[src/clock_gate_regs.vh]
`ifndef CLOCK_GATE_REGS_VH
`define CLOCK_GATE_REGS_VH

// ****************************************
// Register byte offsets
// ****************************************
`define RUN_CLOCK_CONFIG_OFS     12'h060
`define RUN_PORT_GATE_OFS        12'h108
`define SLEEP_PORT_GATE_OFS      12'h118
`define DEEP_PORT_GATE_OFS       12'h128
`define RUN_SERIAL_GATE_OFS      12'h10C
`define SLEEP_SERIAL_GATE_OFS    12'h11C
`define DEEP_SERIAL_GATE_OFS     12'h12C
`define IRQ_STATUS_OFS           12'h200
`define IRQ_MASK_OFS             12'h204

// ****************************************
// Fields and reset values
// ****************************************
`define AUTO_CLOCK_GATING_BIT    0
`define PORT_GATE_MASK           8'hFF
`define SERIAL_GATE_MASK         16'h5137
`define PORT_GATE_RESET          8'h00
`define SERIAL_GATE_RESET        16'h0000
`define CONFIG_RESET             1'b0
`define IRQ_BITS                 2
`define IRQ_RESET                2'h0
`define IRQ_ACCESS_FAULT_BIT     0
`define IRQ_GATE_CHANGE_BIT      1
`define UNIT_COUNT               24
`define UNIT_ID_WIDTH            5

`endif

[src/gate_select.v]
`timescale 1ns/1ps
`include "clock_gate_regs.vh"

module gate_select
(
    input  wire                     clk,
    input  wire                     rst,
    input  wire                     sleep_mode,
    input  wire                     deep_sleep_mode,
    input  wire                     auto_clock_gating,
    input  wire [`UNIT_COUNT-1:0]   run_gate,
    input  wire [`UNIT_COUNT-1:0]   sleep_gate,
    input  wire [`UNIT_COUNT-1:0]   deep_gate,
    output reg  [`UNIT_COUNT-1:0]   unit_en_q,
    output reg                      changed_q
);

    reg [`UNIT_COUNT-1:0] unit_en_d;

    always @*
    begin
        unit_en_d = run_gate;
        if (auto_clock_gating && deep_sleep_mode)
            unit_en_d = deep_gate;
        else if (auto_clock_gating && sleep_mode)
            unit_en_d = sleep_gate;
    end

    always @(posedge clk or posedge rst)
    begin
        if (rst)
        begin
            unit_en_q <= {`UNIT_COUNT{1'b0}};
            changed_q <= 1'b0;
        end
        else
        begin
            unit_en_q <= unit_en_d;
            changed_q <= (unit_en_d != unit_en_q);
        end
    end

endmodule // gate_select

[src/access_check.v]
`timescale 1ns/1ps
`include "clock_gate_regs.vh"

module access_check
(
    input  wire                       clk,
    input  wire                       rst,
    input  wire [`UNIT_COUNT-1:0]     unit_en,
    input  wire                       req,
    input  wire [`UNIT_ID_WIDTH-1:0]  unit_id,
    output reg                        fault_q,
    output reg                        done_q
);

    wire in_range;
    wire enabled;

    assign in_range = (unit_id < `UNIT_COUNT);
    assign enabled  = in_range && unit_en[unit_id];

    always @(posedge clk or posedge rst)
    begin
        if (rst)
        begin
            fault_q <= 1'b0;
            done_q  <= 1'b0;
        end
        else
        begin
            fault_q <= req && !enabled;
            done_q  <= req && enabled;
        end
    end

endmodule // access_check

[src/clock_gate_ctrl.v]
// Design decision made here: the AHB-Lite interface to the registers.
`timescale 1ns/1ps
`include "clock_gate_regs.vh"

// Operation
// Each gate bit is the clock enable of one unit: set runs it, clear stops and disables it.
// An access to a unit whose gate is clear ends in a bus fault, not a normal completion.
// Reset clears every gate bit so all units start unclocked.
// The run gates apply while running, sleep gates in sleep, deep-sleep gates in deep sleep.
// Sleep and deep-sleep gates are used only when the auto clock gating bit is set.
// With auto clock gating clear, the run gates stay in force in both low-power modes.
// Port gate register bits 31 to 8 are read-only zero; software keeps them on updates.
// Port gate register bits 7 to 0 are read/write and gate ports H down to A.
// Serial gate register bit 14 gates two-wire module 1 and bit 12 two-wire module 0.
// Serial gate register bit 8 gates the quadrature encoder.
// Serial gate register bits 5 and 4 gate synchronous serial modules 1 and 0.
// Serial gate register bits 2, 1 and 0 gate asynchronous serial modules 2, 1 and 0.
// Serial gate register bits 15, 13, 11 to 9, 7 to 6 and 3 are read-only zero.
module clock_gate_ctrl
(
    input  wire                       CLK_SYS,
    input  wire                       RST,
    input  wire                       HSEL,
    input  wire [31:0]                HADDR,
    input  wire [1:0]                 HTRANS,
    input  wire                       HWRITE,
    input  wire [2:0]                 HSIZE,
    input  wire [31:0]                HWDATA,
    input  wire                       HREADY,
    output reg  [31:0]                HRDATA,
    output wire                       HREADYOUT,
    output wire                       HRESP,
    input  wire                       SLEEP_MODE,
    input  wire                       DEEP_SLEEP_MODE,
    input  wire                       UNIT_REQ,
    input  wire [`UNIT_ID_WIDTH-1:0]  UNIT_ID,
    output wire                       UNIT_FAULT,
    output wire                       UNIT_DONE,
    output wire [7:0]                 PORT_CLK_EN,
    output wire                       TWO_WIRE_0_CLK_EN,
    output wire                       TWO_WIRE_1_CLK_EN,
    output wire                       QUAD_ENC_CLK_EN,
    output wire                       SYNC_SERIAL_0_CLK_EN,
    output wire                       SYNC_SERIAL_1_CLK_EN,
    output wire                       ASYNC_SERIAL_0_CLK_EN,
    output wire                       ASYNC_SERIAL_1_CLK_EN,
    output wire                       ASYNC_SERIAL_2_CLK_EN,
    output wire                       IRQ
);

    // ****************************************
    // Bus slave state
    // ****************************************
    // One-hot bus phase states
    localparam [3:0] ST_IDLE      = 4'b0001;
    localparam [3:0] ST_WRITE     = 4'b0010;
    localparam [3:0] ST_READ_WAIT = 4'b0100;
    localparam [3:0] ST_READ_DATA = 4'b1000;

    reg  [3:0]  state_q;
    reg  [3:0]  state_d;
    reg  [11:0] addr_q;
    reg  [31:0] rd_data_d;

    wire        take;
    wire        wr_go;
    wire        rd_wait;

    // Gate storage: index 0 run, 1 sleep, 2 deep sleep
    reg  [7:0]  port_gate_q  [0:2];
    reg  [15:0] serial_gate_q [0:2];
    reg         auto_clock_gating_q;
    reg  [`IRQ_BITS-1:0] irq_status_q;
    reg  [`IRQ_BITS-1:0] irq_mask_q;
    reg  [`IRQ_BITS-1:0] irq_event;

    wire [`UNIT_COUNT-1:0] unit_en;
    wire        gate_changed;
    wire        fault;

    // ****************************************
    // AHB-Lite address and data phase
    // ****************************************
    assign take      = HSEL && HTRANS[1] && HREADY;
    assign wr_go     = (state_q == ST_WRITE);
    assign rd_wait   = (state_q == ST_READ_WAIT);
    assign HREADYOUT = !rd_wait;
    assign HRESP     = 1'b0;

    // Reads take one wait state so a write just before is already visible
    always @*
    begin
        state_d = ST_IDLE;
        case (state_q)
            ST_READ_WAIT:
                state_d = ST_READ_DATA;
            ST_IDLE, ST_WRITE, ST_READ_DATA:
            begin
                if (take && HWRITE)
                    state_d = ST_WRITE;
                else if (take)
                    state_d = ST_READ_WAIT;
            end
            default:
                state_d = ST_IDLE;
        endcase
    end

    always @(posedge CLK_SYS or posedge RST)
    begin
        if (RST)
        begin
            state_q <= ST_IDLE;
            addr_q  <= 12'h000;
        end
        else
        begin
            state_q <= state_d;
            if (take && !rd_wait)
                addr_q <= HADDR[11:0];
        end
    end

    // ****************************************
    // Read mux
    // ****************************************
    always @*
    begin
        rd_data_d = 32'h00000000;
        case (addr_q)
            `RUN_CLOCK_CONFIG_OFS:
                rd_data_d[`AUTO_CLOCK_GATING_BIT] = auto_clock_gating_q;
            `RUN_PORT_GATE_OFS:
                rd_data_d[7:0] = port_gate_q[0];
            `SLEEP_PORT_GATE_OFS:
                rd_data_d[7:0] = port_gate_q[1];
            `DEEP_PORT_GATE_OFS:
                rd_data_d[7:0] = port_gate_q[2];
            `RUN_SERIAL_GATE_OFS:
                rd_data_d[15:0] = serial_gate_q[0];
            `SLEEP_SERIAL_GATE_OFS:
                rd_data_d[15:0] = serial_gate_q[1];
            `DEEP_SERIAL_GATE_OFS:
                rd_data_d[15:0] = serial_gate_q[2];
            `IRQ_STATUS_OFS:
                rd_data_d[`IRQ_BITS-1:0] = irq_status_q;
            `IRQ_MASK_OFS:
                rd_data_d[`IRQ_BITS-1:0] = irq_mask_q;
            default:
                rd_data_d = 32'h00000000;
        endcase
    end

    always @(posedge CLK_SYS or posedge RST)
    begin
        if (RST)
            HRDATA <= 32'h00000000;
        else if (rd_wait)
            HRDATA <= rd_data_d;
    end

    // ****************************************
    // Gate registers, one per mode
    // ****************************************
    genvar k;
    generate
        for (k = 0; k < 3; k = k + 1)
        begin : g_mode
            wire [11:0] port_ofs;
            wire [11:0] serial_ofs;
            assign port_ofs   = (k == 0) ? `RUN_PORT_GATE_OFS :
                                (k == 1) ? `SLEEP_PORT_GATE_OFS : `DEEP_PORT_GATE_OFS;
            assign serial_ofs = (k == 0) ? `RUN_SERIAL_GATE_OFS :
                                (k == 1) ? `SLEEP_SERIAL_GATE_OFS : `DEEP_SERIAL_GATE_OFS;
            always @(posedge CLK_SYS or posedge RST)
            begin
                if (RST)
                begin
                    port_gate_q[k]   <= `PORT_GATE_RESET;
                    serial_gate_q[k] <= `SERIAL_GATE_RESET;
                end
                else if (wr_go)
                begin
                    if (addr_q == port_ofs)
                        port_gate_q[k] <= HWDATA[7:0] & `PORT_GATE_MASK;
                    if (addr_q == serial_ofs)
                        serial_gate_q[k] <= HWDATA[15:0] & `SERIAL_GATE_MASK;
                end
            end
        end
    endgenerate

    always @(posedge CLK_SYS or posedge RST)
    begin
        if (RST)
        begin
            auto_clock_gating_q <= `CONFIG_RESET;
            irq_mask_q          <= `IRQ_RESET;
        end
        else if (wr_go)
        begin
            if (addr_q == `RUN_CLOCK_CONFIG_OFS)
                auto_clock_gating_q <= HWDATA[`AUTO_CLOCK_GATING_BIT];
            if (addr_q == `IRQ_MASK_OFS)
                irq_mask_q <= HWDATA[`IRQ_BITS-1:0];
        end
    end

    // ****************************************
    // Mode selection and unit access check
    // ****************************************
    gate_select u_gate_select
    (
        .clk               (CLK_SYS),
        .rst               (RST),
        .sleep_mode        (SLEEP_MODE),
        .deep_sleep_mode   (DEEP_SLEEP_MODE),
        .auto_clock_gating (auto_clock_gating_q),
        .run_gate          ({serial_gate_q[0], port_gate_q[0]}),
        .sleep_gate        ({serial_gate_q[1], port_gate_q[1]}),
        .deep_gate         ({serial_gate_q[2], port_gate_q[2]}),
        .unit_en_q         (unit_en),
        .changed_q         (gate_changed)
    );

    // Unit ids: 0-7 ports, 8+n serial gate bit n
    access_check u_access_check
    (
        .clk     (CLK_SYS),
        .rst     (RST),
        .unit_en (unit_en),
        .req     (UNIT_REQ),
        .unit_id (UNIT_ID),
        .fault_q (fault),
        .done_q  (UNIT_DONE)
    );

    assign UNIT_FAULT = fault;

    // ****************************************
    // Clock enables
    // ****************************************
    assign PORT_CLK_EN           = unit_en[7:0];
    assign TWO_WIRE_1_CLK_EN     = unit_en[8 + 14];
    assign TWO_WIRE_0_CLK_EN     = unit_en[8 + 12];
    assign QUAD_ENC_CLK_EN       = unit_en[8 + 8];
    assign SYNC_SERIAL_1_CLK_EN  = unit_en[8 + 5];
    assign SYNC_SERIAL_0_CLK_EN  = unit_en[8 + 4];
    assign ASYNC_SERIAL_2_CLK_EN = unit_en[8 + 2];
    assign ASYNC_SERIAL_1_CLK_EN = unit_en[8 + 1];
    assign ASYNC_SERIAL_0_CLK_EN = unit_en[8 + 0];

    // ****************************************
    // Interrupts
    // ****************************************
    always @*
    begin
        irq_event = {`IRQ_BITS{1'b0}};
        irq_event[`IRQ_ACCESS_FAULT_BIT] = fault;
        irq_event[`IRQ_GATE_CHANGE_BIT]  = gate_changed;
    end

    // Set wins over a same-cycle write-one clear
    always @(posedge CLK_SYS or posedge RST)
    begin
        if (RST)
            irq_status_q <= `IRQ_RESET;
        else if (wr_go && addr_q == `IRQ_STATUS_OFS)
            irq_status_q <= (irq_status_q & ~HWDATA[`IRQ_BITS-1:0]) | irq_event;
        else
            irq_status_q <= irq_status_q | irq_event;
    end

    assign IRQ = |(irq_status_q & irq_mask_q);

endmodule // clock_gate_ctrl

[config.mk]
export PLATFORM = sky130hd
export DESIGN_NAME = clock_gate_ctrl
export DESIGN_NICKNAME = d
export VERILOG_FILES = /design/src/gate_select.v /design/src/access_check.v /design/src/clock_gate_ctrl.v
export VERILOG_INCLUDE_DIRS = /design/src
export SDC_FILE = /design/constraint.sdc
export NUM_CORES = 1
export LEC_CHECK = 0
export ABC_AREA = 0
export BUFFER_PORTS_ARGS = -buffer_cell sky130_fd_sc_hd__buf_2
export CORE_MARGIN = 1
export CORE_UTILIZATION = 53
export DETAILED_ROUTE_END_ITERATION = 8
export PLACE_DENSITY = 0.85
export SYNTH_ARGS = -nofsm -noshare
export SYNTH_HDL_FRONTEND = slang
export SYNTH_SLANG_ARGS = --single-unit
export TNS_END_PERCENT = 10
[constraint.sdc]
create_clock -name CLK_SYS -period 3.6 [get_ports CLK_SYS]
set_input_delay 0.72 -clock CLK_SYS [delete_from_list [all_inputs] [get_ports CLK_SYS]]
set_output_delay 0.72 -clock CLK_SYS [all_outputs]
set_load 0.01 [all_outputs]
; ---- Word-level counts from Yosys, hierarchy flattened
; Index checks and enable logic that the tools add are counted.
[totals]
ff_bits = 112
output_inout_bits = 53
word_cells = 71
inputBits = 82
[op_classes]
bitwise_logic = 5
order_cmp = 2
muxes = 12
n_eq_ne = 14
reduce_logical = 22
[op_table]
columns = op, n
row1 = "12-bit by 9-bit equality test with 1-bit output, second input constant", 6
row2 = 6-bit case mux with 6 select lines, 1
row3 = "12-bit by 10-bit equality test with 1-bit output, second input constant", 2
row4 = 24-bit two-way mux, 1
row5 = 24-bit != test, 1
row6 = 23-bit two-way mux, 1
row7 = 7-bit case mux with 3 select lines, 1
row8 = 2-bit AND reduction, 8
row9 = "12-bit by 7-bit equality test with 1-bit output, second input constant", 1
row10 = 1-bit logical AND, 10
row11 = 1-bit case mux with 9 select lines, 1
row12 = 1-bit case mux with 8 select lines, 1
row13 = 4-bit case mux with 2 select lines, 1
row14 = "5-bit by 6-bit less-than comparator with 1-bit output, second input constant", 1
row15 = 3-bit two-way mux, 2
row16 = 1-bit binary-select mux with 5-bit select, 1
row17 = "5-bit less-than comparator, second input constant", 1
row18 = 2-bit bitwise AND, 2
row19 = "4-bit by 1-bit equality test with 1-bit output, second input constant", 1
row20 = "4-bit by 2-bit equality test with 1-bit output, second input constant", 1
row21 = "4-bit by 3-bit equality test with 1-bit output, second input constant", 1
row22 = "4-bit equality test, second input constant", 1
row23 = 2-bit OR, 2
row24 = 3-bit OR reduction, 1
row25 = 5 further kinds, 6

; ---- Longest topological paths before layout
; Gate-level depths: netlist of run 1.
[depth]
ltp_word = 5
mapped_depth = 7
depth_no_buf = 5

; ---- By module
; Synthesis of run 1 repeated with hierarchy kept, for this count alone.
[unflattened]
cells_unflattened = 488
hier_area_um2 = 5718.0
[by_module_without_submodules]
columns = mod, instances, cells_per_inst, seq_area_each_um2, area_each_um2
row1 = clock_gate_ctrl, 1, 305, 2003.2, 3847.4
row2 = gate_select, 1, 146, 625.6, 1565.3
row3 = access_check, 1, 37, 50.0, 305.3

; ---- Worst setup path after synthesis of run 1
; Ideal clock, no wire load.
[synth_timing]
path_kind = input -> register
from = in SLEEP_MODE
to = reg u_gate_select.changed_q
setup_ns = 0.138
required_ns = 3.462
path_buffers = 1
cell_stages = 6
setup_slack_ns = 1.323
arrival_time_ns = 2.139
cell_sequence = o21a_1 clkbuf_1 o221a_2 xnor2_1 nand4_1 or4_1
[synth_via]
elab_chain_cells = 4
[synth_rtl]
columns = item, line_no
row1 = "start, declared", clock_gate_ctrl.v:33  ; input wire SLEEP_MODE,
row2 = 1-bit logical AND, gate_select.v:25  ; else if (auto_clock_gating && sleep_mode)
row3 = 23-bit two-way mux, gate_select.v:25
row4 = 24-bit two-way mux, gate_select.v:23  ; if (auto_clock_gating && deep_sleep_mode)
row5 = net u_gate_select.unit_en_d[10], gate_select.v:18  ; reg [`UNIT_COUNT-1:0] unit_en_d;
row6 = 24-bit != test, gate_select.v:39  ; changed_q <= (unit_en_d != unit_en_q);
row7 = "end signal, assigned", gate_select.v:39
row8 = "end, declared", gate_select.v:15  ; output reg changed_q
; The timed path passes the listed nets, and every way through them passes these cells.
; A chain may end at the register's enable or synchronous reset.

; ---- Final worst setup path of run 1
[layout_timing]
from = reg addr_q[5]
to = reg serial_gate_q[18] in the netlist's numbering
[layout_via]
elab_chain_cells = 2
[layout_rtl]
columns = item, line_no
row1 = "start, declared", clock_gate_ctrl.v:62  ; reg [11:0] addr_q;
row2 = "start signal, assigned", clock_gate_ctrl.v:120  ; addr_q <= HADDR[11:0];
row3 = 12-bit by 9-bit equality test with 1-bit output, clock_gate_ctrl.v:186  ; if (addr_q == serial_ofs)
row4 = 2-bit AND reduction (no source line), -
row5 = "end signal, assigned by index", clock_gate_ctrl.v:180  ; serial_gate_q[k] <= `SERIAL_GATE_RESET;
row6 = "end signal, assigned by index", clock_gate_ctrl.v:187  ; serial_gate_q[k] <= HWDATA[15:0] & `SERIAL_GATE_MASK;
row7 = "end, declared", clock_gate_ctrl.v:71  ; reg [15:0] serial_gate_q [0:2];
; Every way passes these cells.

==> results of run 1 <==
per-stage QoR:
step	setup slack, ns	utilization [%]	cell area (um2)	power (W)
final	0.947	61.1	5640	0.00233
after global routing	0.830	61.1	5640	0.00242
after CTS	0.966	61.1	5640	0.00233
after detailed placement	0.776	59.0	5450	0.00163
after global placement	0.775	59.0	5450	0.00161
after floorplan	0.291	-	5150	0.00153
cells in the mapped netlist (2+ instances only):
cell type	number	share of area [%]
dfrtp_1	98	48
mux2_2	65	14
buf_4	23	3.4
a21oi_1	19	1.9
nand2_1	18	1.3
nor2_1	17	1.3
xnor2_1	16	2.8
mux2i_1	15	3.0
o221a_2	15	3.3
clkbuf_1	14	1.0
o21ai_0	12	1.2
nor3_1	10	0.99
inv_1	7	0.52
nand4bb_1	7	1.6
nand3_1	6	0.59
nand4_1	6	0.74
buf_2	5	0.49
or4bb_1	5	1.1
a211oi_1	4	0.59
a2bb2oi_1	4	0.69
nand2b_1	4	0.49
nand3b_1	4	0.59
o22ai_1	4	0.49
a21o_1	3	0.44
a22oi_1	3	0.44
and2_1	3	0.37
nor3_2	3	0.59
or3_1	3	0.37
xor2_1	3	0.52
mux4_2	2	0.89
nor2b_1	2	0.25
nor4_4	2	0.84
o31ai_1	2	0.30
o32ai_1	2	0.35
worst max-delay path by stage:
stage	start	to	slack, ns	cells after the start
2_1_floorplan	RST	HRDATA[0]	0.29	1
3_3_place_gp	DEEP_SLEEP_MODE	u_gate_select.changed_q	0.78	6
3_5_place_dp	DEEP_SLEEP_MODE	u_gate_select.changed_q	0.78	6
4_1_cts	addr_q[5]	serial_gate_q[18]	0.97	5
5_1_grt	addr_q[5]	serial_gate_q[18]	0.83	5
6_report	addr_q[5]	serial_gate_q[18]	0.95	5
power breakdown:
group | switching, W | leakage (nW) | internal (W)
sequential | 0.0000694 | 1.26 | 0.00117
combinational | 0.000208 | 1.20 | 0.000166
clock | 0.000441 | 0.0962 | 0.000272
worst register-to-register path, delay by kind of cell, from the launching register on:
| family | cells | cell delay, ns |
|---|---|---|
| buffers and inverters | 1 | 0.25 |
| muxes | 1 | 0.42 |
| DFF | 1 | 0.45 |
| and+or+nand+nor | 3 | 1.41 |
state kept, by name (all words and copies together), names as in the netlist:
register	cells
HRDATA	11
auto_clock_gating_q	1
serial_gate_q	24
irq_mask_q	2
u_access_check.fault_q	1
u_gate_select.unit_en_q	16
u_gate_select.changed_q	1
addr_q	12
state_q	4
irq_status_q	2
port_gate_q	24
u_access_check.done_q	1
per-layer routing:
layer / routed length, um / vias to the layer above / part of all wire [%]
met1: 5180 / 1880 / 44
met2: 5580 / 161 / 47
met3: 708 / 28 / 6.0
met4: 308 / 0 / 2.6
met5: 0 / - / 0
li1: - / 1663 / -
cell families (layout without fill, tap and decap cells):
group	Yosys count	after routing	synth area share [%]
flops	99	99	48.9
simple gates	99	99	12.9
mux	82	82	18.3
compound gates	75	75	10.9
buf+inv	51	98	5.75
xor+xnor	19	19	3.28
other cells	1	22	0.0739
layout make-up:
type	instances	area [um2]
Clock buffer	9	124
Multi-Input combinational cell	297	2390
Sequential cell	99	2480
Tap cell	129	161
Fill cell	704	3600
Timing Repair Buffer	75	395
Clock inverter	7	67.6
Inverter	7	28.8
==> out/metrics.csv, run 1 <==
stage,metric,value,unit
run_status,status,"finished, final reports clean",
timing,Worst-Margin Slew,0.920,ns
route,DRC,0,
clock_network,clk slew on worst S/H paths,0.12,ns
placed_design,GP Congestion,0.866,
timing,setup violators final,0,
setup_path,crit end category,flip-flop,
timing,setup TNS,0,ns
route,WL per Instance,18.9,um
route,Via density,5.99,
placed_design,post-placement cell count,607,
clock_network,total CTS buffers,9,
setup_path,WS Path Type,flip-flop to flip-flop,
timing,RSZ-0062 raised after global routing,false,
clock_network,clock sinks,99,
global_routing,final global-route overflow total,0,
global_routing,vias in the first global route,3660,
clock_network,Root Driver,clkbuf_8,
timing,pins over their slew limit,0,
setup_path,FF-to-FF Start,addr_q[5],
route,TritonRoute pass-1 iters,5,
clock_network,CTS tree,built,
setup_path,"Largest stage delay, worst path",0.73,ns
floorplanning,Die H,99.8,um
timing,count of final hold-check violations,0,
layout,most frequent cells in the layout,"dfrtp_1, buf_2, mux2_2, conb_1, a21oi_1",
route,post-route ant nets,0,
floorplanning,row count,35,
layout,Layout area overhead,11.2,%
timing,FMAX,377,MHz
timing,Clock Skew,0.0165,ns
clock_network,"Clk Latency, worst-skew pair",0.39,ns
power_and_ir_drop,Leakage,2.56,nW
logic_synthesis,synthesized cell area,5070,um2
clock_network,hold_buf cts,0,
logic_synthesis,Mapped Cells,426,
layout,Antenna diodes,0,
layout,"most common cell after layout, fill and taps aside",dfrtp_1,
clock_network,Post-CTS Setup Bufs,0,
placed_design,post-DP HPWL,8500,um
clock_network,PostCTS Resize Cnt,0,
global_routing,initial antenna violation count,0,
global_routing,first-pass GRT wire length,19000,um
setup_path,Worst Path Buf+Inv,1,
floorplanning,die area,9970,um2
floorplanning,die width,99.8,um
logic_synthesis,syn_area_per_cell,11.9,um2
placed_design,port bufs,67,
global_routing,met3 Use GR,4.11,%
layout,share of layout cells above drive strength 1,37.2,%
floorplanning,core area,9240,um2
clock_network,# H-tree levels,3,
setup_path,worst r2r path cells,5,
timing,Slew HR,38.4,%
timing,fin crit share,73.7,%
route,routed wire length,11800,um
setup_path,R2R Setup Slk,0.95,ns
setup_path,startpoint class of the critical path,flip-flop,
global_routing,busiest grt layer,met2,
worst_hold_path,min-delay worst type,input pin to asynchronous set/reset pin,
logic_synthesis,Ys Warns,0,
setup_path,Critical Path RT,3.87,ns
logic_synthesis,"Top FF cell, synth",dfrtp_1,
logic_synthesis,Yosys cell types,54,
logic_synthesis,"FFs w/ async S/R, synth",100,%
clock_network,maximum clock path buffer count,2,
global_routing,grt met1 use,34.0,%
setup_path,"Largest delay share family, worst path",simple AND/OR/NAND/NOR gates,
global_routing,GRT met2 Usage,40.2,%
route,Vias,3732,
floorplanning,Starting Density,54.9,%
flow_run,max_cap viols,0,
layout,Final Non-Filler Cells,623,
power_and_ir_drop,power per standard cell area,413,nW/um2
logic_synthesis,synthesized flop and latch total,99,
setup_path,Reg-to-Reg End,serial_gate_q[18],
global_routing,largest net degree at the start of global routing,41,
logic_synthesis,part of the Yosys area used for sequential elements,48.9,%
route,DRT iter0 DRCs,279,
logic_synthesis,number of flops mapped to enable cells by yosys,0,
global_routing,GR Util All Layers,25.2,%
setup_path,critical path peak fanout,13,
setup_path,slowest CP cell,nor3_2,
layout,Final nets,571,
setup_path,arrival time worst endpoint,2.92,ns
floorplanning,I/O Pins,135,
timing,Worst Hold Slack,0.358,ns
setup_path,crit-path cells,buf_4 -> nor3_1 -> nand2_1 -> nor3_2 -> mux2_2,
timing,fin crit period,2.65,ns
power_and_ir_drop,VDD IR max,244,uV
No activity file was read; power rests on OpenSTA's default activity.
==> run 2, diff against run 1 <==
CORE_UTILIZATION = 48   (was 53)
PLACE_DENSITY = 0.82   (was 0.85)
clock period = 2.23 ns   (was 3.6 ns; I/O delays follow)
==> run 2 against run 1 <==
Compared with the run above: design area rose by 4.7%; sequential power rose by 60%; critical path depth up 2; non-clock buffer count up 23; worst setup slack worse by 0.84 ns; core utilization down 3.6 points; sequential share of layout area down 2.0 points; fmax up 25%; clock skew shrank 0.0063 ns; via count rose by 1.2%; register-to-register slack lost 0.84 ns; die area increased by 10%; critical path type unchanged.
==> out/metrics.csv, run 2 (same netlist as run 1, synthesis figures left out) <==
stage,metric,value,unit,change
timing,final critical-path setup slack,0.104,ns,-0.844 ns
setup_path,crit-path cells,buf_12 -> o21a_1 -> buf_4 -> o221a_2 -> xnor2_1 -> nand4_1 -> or4_1,,
flow_run,max_cap viols,0,,unchanged
power_and_ir_drop,VDD IR max,375,uV,+54%
clock_network,clk slew on worst S/H paths,0.09,ns,-0.03 ns
timing,FMAX,470,MHz,+25%
placed_design,post-placement cell count,636,,+4.8%
timing,fin crit period,2.13,ns,-0.526 ns
placed_design,pre-CTS setup slack,-0.0891,ns,-0.866 ns
clock_network,total CTS buffers,9,,unchanged
timing,Worst Hold Slack,0.253,ns,-0.106 ns
timing,Worst-Margin Slew,0.898,ns,-0.0226 ns
route,DRC,0,,unchanged
floorplanning,Starting Density,49.4,%,-5.5 points
power_and_ir_drop,power per standard cell area,666,nW/um2,+61%
layout,FILL cells,868,,+23%
floorplanning,I/O Pins,135,,unchanged
setup_path,Setup crit start,auto_clock_gating_q,,
power_and_ir_drop,total power,0.00394,W,+69%
floorplanning,core area,10300,um2,+11%
route,post-route ant nets,0,,unchanged
setup_path,startpoint class of the critical path,flip-flop,,
clock_network,Root Driver,clkbuf_8,,
clock_network,clock sinks,99,,unchanged
floorplanning,die area,11000,um2,+10%
setup_path,WS Path Type,flip-flop to flip-flop,,
route,Vias,3776,,+1.2%
route,DRT iter0 DRCs,258,,-7.5%
timing,fin crit share,95.4,%,+22 points
timing,setup violators final,0,,unchanged
setup_path,"Largest stage delay, worst path",0.49,ns,-0.24 ns
layout,Final Non-Filler Cells,653,,+4.8%
power_and_ir_drop,Leakage,2.70,nW,+5.7%
clock_network,CTS tree,built,,
setup_path,crit end category,flip-flop,,
floorplanning,row count,37,,+5.7%
worst_hold_path,hold_sp,HWRITE,,
route,TritonRoute pass-1 iters,6,,+1
global_routing,GR Util All Layers,23.6,%,-1.6 points
placed_design,GP Congestion,0.854,,-1.4%
global_routing,final global-route overflow total,0,,unchanged
placed_design,port bufs,67,,unchanged
global_routing,largest net degree at the start of global routing,69,,+68%
timing,Clock Skew,0.0102,ns,-0.00629 ns
global_routing,initial antenna violation count,0,,unchanged
setup_path,critical path peak fanout,24,,+11
layout,Antenna diodes,0,,unchanged
timing,pins over their slew limit,0,,unchanged
clock_network,"Clk Latency, worst-skew pair",0.36,ns,-0.03 ns
timing,Slew HR,39.9,%,+1.5 points
global_routing,vias in the first global route,3866,,+5.6%
route,WL per Instance,18.5,um,-1.9%
clock_network,# H-tree levels,3,,unchanged
layout,"most common cell after layout, fill and taps aside",dfrtp_1,,
setup_path,arrival time worst endpoint,2.35,ns,-0.57 ns
layout,most frequent cells in the layout,"dfrtp_1, buf_2, mux2_2, buf_4, conb_1",,
setup_path,FF-to-FF Start,auto_clock_gating_q,,
timing,count of final hold-check violations,0,,unchanged
run_status,status,"finished, final reports clean",,
route,routed wire length,12100,um,+2.8%
layout,Layout area overhead,16.5,%,
floorplanning,die width,105,um,+5.0%
worst_hold_path,min-delay worst type,input pin to flip-flop,,
layout,Final nets,594,,+4.0%
clock_network,maximum clock path buffer count,2,,unchanged
setup_path,Critical Path RT,2.46,ns,-1.41 ns
route,Via density,5.78,,-3.5%
layout,share of layout cells above drive strength 1,40.4,%,+3.2 points
layout,Largest regs,"port_gate_q (24), serial_gate_q (24), u_gate_select.unit_en_q (16)",,
layout,Util after Layout,57.5,%,-3.6 points
floorplanning,Die H,105,um,+5.0%
placed_design,post-DP HPWL,9000,um,+5.8%
setup_path,slowest CP cell,or4_1,,
global_routing,first-pass GRT wire length,20200,um,+6.4%
timing,RSZ-0062 raised after global routing,false,,
[run 2: critical path: cells and delay by family, from the launching register on]
family	cells	cell delay, ns
compound gates	2	0.43
flops	1	0.41
buf+inv	2	0.34
simple gates	2	0.60
xor+xnor	1	0.20
[run 2: per-layer routing]
layer | up-vias | GRT usage [%] | wire [um]
met5 | - | 0 | 0
met4 | 0 | 7.34 | 233
met3 | 25 | 4.05 | 755
met2 | 172 | 38.6 | 5910
met1 | 1870 | 32.2 | 5210
li1 | 1709 | - | -
[run 2: worst paths after layout]
kind / endpoint / slack, ns / depth (start not counted)
max in group asynchronous: state_q[0] / 1.07 / 4
min reg2reg: irq_status_q[1] / 0.47 / 1
max: u_gate_select.changed_q / 0.10 / 7
min: state_q[2] / 0.25 / 2
max reg2reg: u_gate_select.changed_q / 0.10 / 7
min in group asynchronous: port_gate_q[15] / 0.55 / 3
[run 2: metrics by stage]
stage	cell area (um2)	TNS (ns)
floorplan	5150	0
finish	5910	0
CTS	5890	0
global placement	5650	-0.0738
global route	5910	0
detailed placement	5650	-0.0891
[run 2: what timing repair did]
| action | in CTS | in global routing |
|---|---|---|
| hold endpoints to repair | 7 | 0 |
| buffers inserted | 0 | 0 |
| resized for setup | 0 | 4 |
| hold buffers | 1 | 0 |
| setup endpoints to repair | 0 | 2 |
[run 2: cell type report]
class | count | area, um2 | share of cell area (%)
inverter | 7 | 30.0 | 0.508
timing repair buffer | 98 | 596 | 10.1
tap | 136 | 170 | 2.88
clock inverter | 5 | 85.1 | 1.44
clock buffer | 11 | 141 | 2.39
multi-input combinational | 297 | 2410 | 40.8
sequential | 99 | 2480 | 41.9
[run 2: where the power goes]
part / switching [W] / internal, W
registers: 0.0000884 / 0.00189
logic: 0.000369 / 0.000311
clock network: 0.000607 / 0.000669
total: 0.00106 / 0.00287
==> run 3, diff against run 2 <==
CORE_UTILIZATION = 49   (was 48)
SLEW_MARGIN = 15   (was unset)
SYNTH_HIERARCHICAL = 1   (was unset)
==> run 3 against run 2 <==
Compared with the run above: the run now ends with negative setup slack left; critical path type is now flip-flop to output pin; sequential cell count grew 8; highest routed layer unchanged; critical path depth down 3; combinational power grew 29%.
==> out/metrics.csv, run 3 <==
stage,metric,value,unit,change
logic_synthesis,Yosys cell types,56,,+3.7%
power_and_ir_drop,Flop pwr share,47.2,%,-3.1 points
route,DRT iter0 DRCs,332,,+29%
setup_path,crit end category,output pin,,
floorplanning,core area,11400,um2,+11%
timing,FMAX,428,MHz,-9.0%
floorplanning,die width,110,um,+5.0%
placed_design,port bufs,67,,unchanged
global_routing,initial antenna violation count,0,,unchanged
clock_network,CTS tree,built,,
worst_hold_path,min-delay worst type,input pin to flip-flop,,
route,Via density,5.88,,+1.8%
run_status,status,finished with violations,,
logic_synthesis,"FFs w/ async S/R, synth",100,%,unchanged
logic_synthesis,Ys Warns,6,,+6
clock_network,clock sinks,107,,+8.1%
setup_path,"Largest stage delay, worst path",0.68,ns,+0.19 ns
placed_design,post-DP HPWL,10400,um,+15%
logic_synthesis,part of the Yosys area used for sequential elements,46.8,%,-2.0 points
power_and_ir_drop,power per standard cell area,667,nW/um2,+0.20%
logic_synthesis,most frequent cell after synthesis,dfrtp_1,,
floorplanning,Die H,110,um,+5.0%
logic_synthesis,synthesized flop and latch total,107,,+8.1%
power_and_ir_drop,switch share,29.5,%,+2.5 points
layout,"most common cell after layout, fill and taps aside",dfrtp_1,,
clock_network,clk slew on worst S/H paths,0.07,ns,-0.02 ns
route,WL per Instance,19.0,um,+2.5%
logic_synthesis,post-synth top area cell,dfrtp_1,,
logic_synthesis,"Top FF cell, synth",dfrtp_1,,
setup_path,"Largest delay share family, worst path",simple AND/OR/NAND/NOR gates,,
logic_synthesis,synthesized cell area,5720,um2,+13%
power_and_ir_drop,VDD IR max,514,uV,+37%
setup_path,Worst Path Buf+Inv,3,,+1
timing,fin crit share,105,%,+9.5 points
logic_synthesis,number of flops mapped to enable cells by yosys,0,,unchanged
layout,most frequent cells in the layout,"dfrtp_1, buf_2, mux2_2, conb_1, buf_4",,
clock_network,"Clk Latency, worst-skew pair",0.35,ns,about the same
global_routing,GR Util All Layers,25.1,%,+1.5 points
placed_design,post-placement cell count,744,,+17%
flow_run,max_cap viols,0,,unchanged
timing,fin crit period,2.34,ns,+0.211 ns
global_routing,first-pass GRT wire length,22500,um,+12%
logic_synthesis,Synth top area share,46.4,%,-2.0 points
placed_design,Post-DP Area,6450,um2,+14%
clock_network,# H-tree levels,3,,unchanged
setup_path,crit-path cells,buf_4 -> or4b_2 -> buf_6 -> buf_2,,
layout,Util after Layout,60.1,%,+2.6 points
timing,Clock Skew,0.00765,ns,-0.00259 ns
route,DRC,0,,unchanged
layout,Largest regs,"port_gate_q (24), serial_gate_q (24), u_gate_select/unit_en_q (24)",,
clock_network,total CTS buffers,9,,unchanged
floorplanning,I/O Pins,135,,unchanged
global_routing,largest net degree at the start of global routing,33,,-52%
layout,Final Non-Filler Cells,763,,+17%
power_and_ir_drop,internal cell power,0.00323,W,+12%
layout,Final nets,697,,+17%
route,TritonRoute pass-1 iters,7,,+1
global_routing,final global-route overflow total,0,,unchanged
power_and_ir_drop,Clk pwr share,33.5,%,+1.1 points
global_routing,vias in the first global route,4316,,+12%
layout,share of layout cells above drive strength 1,37.4,%,-3.0 points
clock_network,Post-CTS Setup Bufs,0,,unchanged
floorplanning,row count,39,,+5.4%
route,routed wire length,14500,um,+20%
power_and_ir_drop,switching power,0.00135,W,+27%
timing,Slew HR,56.6,%,+17 points
floorplanning,Starting Density,50.1,%,+0.72 points
clock_network,Root Driver,clkbuf_16,,
power_and_ir_drop,Leakage,3.19,nW,+18%
layout,Antenna diodes,0,,unchanged
setup_path,Critical Path RT,1.78,ns,-0.68 ns
setup_path,arrival time worst endpoint,1.89,ns,-0.46 ns
timing,pins over their slew limit,0,,unchanged
clock_network,maximum clock path buffer count,2,,unchanged
power_and_ir_drop,Gate power share,19.2,%,+1.9 points
logic_synthesis,most frequent cells after synthesis,"dfrtp_1, mux2_2, mux2i_1, buf_4, nor2_1",,
setup_path,WS Path Type,flip-flop to output pin,,
logic_synthesis,syn_area_per_cell,11.7,um2,-1.6%
floorplanning,die area,12100,um2,+10%
layout,Layout area overhead,20.1,%,
power_and_ir_drop,total power,0.00458,W,+16%
logic_synthesis,largest cells by area after synthesis,"dfrtp_1, mux2_2, mux2i_1, buf_4, xor2_1",,
route,post-route ant nets,0,,unchanged
setup_path,slowest CP cell,or4b_2,,
setup_path,startpoint class of the critical path,flip-flop,,
setup_path,critical path peak fanout,13,,-46%
layout,FILL cells,893,,+2.9%
logic_synthesis,Mapped Cells,488,,+15%
timing,setup violators final,11,,+11
run_status,failing checks,negative setup slack,,
timing,final critical-path setup slack,-0.107,ns,-0.211 ns
timing,count of final hold-check violations,0,,unchanged
timing,RSZ-0062 raised after global routing,true,,
timing,Worst-Margin Slew,0.643,ns,-0.255 ns
route,Vias,4490,,+19%
layout,Final Instance Area,6870,um2,+16%
placed_design,GP Congestion,0.885,,+3.7%
## run 3: worst reg2reg max path, cell delays in order (launching register included)
cell and delay, ns:
dfrtp_2 0.43, buf_6 0.16, nand2b_1 0.06, o221a_2 0.28
xor2_1 0.14, nand4b_1 0.19, or4_1 0.43, or4b_1 0.51
## run 3: logic make-up (layout without fill, tap and decap cells)
| group | count (synthesis) | in the layout | share of synthesized area (%) |
|---|---|---|---|
| xor+xnor | 29 | 29 | 4.84 |
| simple gates | 119 | 119 | 13.2 |
| other cells | 1 | 49 | 0.0656 |
| mux | 91 | 91 | 18.5 |
| buf+inv | 54 | 137 | 6.04 |
| flops | 107 | 107 | 46.8 |
| compound gates | 87 | 88 | 10.5 |
## run 3: worst paths after layout
check / cells past startpoint / from / to / slack (ns)
max: 4 / state_q[0] / HREADYOUT / -0.11
min: 2 / HWRITE / state_q[2] / 0.28
max reg2reg: 7 / auto_clock_gating_q / u_gate_select/changed_q / -0.09
min reg2reg: 1 / u_gate_select/changed_q / irq_status_q[1] / 0.50
max in group asynchronous: 4 / RST / addr_q[9] / 0.91
min in group asynchronous: 3 / RST / u_access_check/done_q / 0.52
## run 3: final cells by class
cell class	count	area, um2	share of cell area [%]
clock buffers	9	225	3.28
clock inverters	7	56.3	0.820
inverters	7	30.0	0.437
multi-input cells	376	2960	43.2
flip-flops and latches	107	2680	39.0
well taps	143	179	2.61
repair buffers	114	731	10.6
## run 3: repair_timing
| item | in CTS | in global routing |
|---|---|---|
| endpoints found under the hold margin | 2 | 0 |
| hold buffers | 1 | 0 |
| gates cloned | 1 | 1 |
| pin swaps | 3 | 3 |
| setup endpoints to repair | 39 | 32 |
| gates resized for setup | 11 | 11 |
## run 3: stage by stage
stage / hold slack, ns / setup slack (ns) / setup TNS [ns]
3_3_place_gp: 0.331 / -0.340 / -2.52
6_report: 0.275 / -0.107 / -0.719
3_5_place_dp: 0.342 / -0.353 / -2.94
5_1_grt: 0.273 / -0.149 / -1.35
4_1_cts: 0.266 / -0.123 / -1.29
2_1_floorplan: 0.187 / -0.263 / -7.28
## run 3: routing by layer
layer | wire length, um | GRT usage, % | up-vias
met1 | 6080 | 33.2 | 2257
li1 | - | - | 2006
met4 | 455 | 11.1 | 0
met3 | 817 | 4.64 | 39
met5 | 0 | 0 | -
met2 | 7160 | 40.3 | 188
## run 3: power groups by stage
| stage | Clock, W | Combinational (W) | Sequential [W] |
|---|---|---|---|
| after floorplan | 0 | 0.000588 | 0.00218 |
| after CTS | 0.00155 | 0.000853 | 0.00216 |
| final | 0.00154 | 0.000880 | 0.00216 |
| after global routing | 0.00164 | 0.000954 | 0.00218 |
| after global placement | 0 | 0.000805 | 0.00219 |
| after detailed placement | 0 | 0.000835 | 0.00220 |
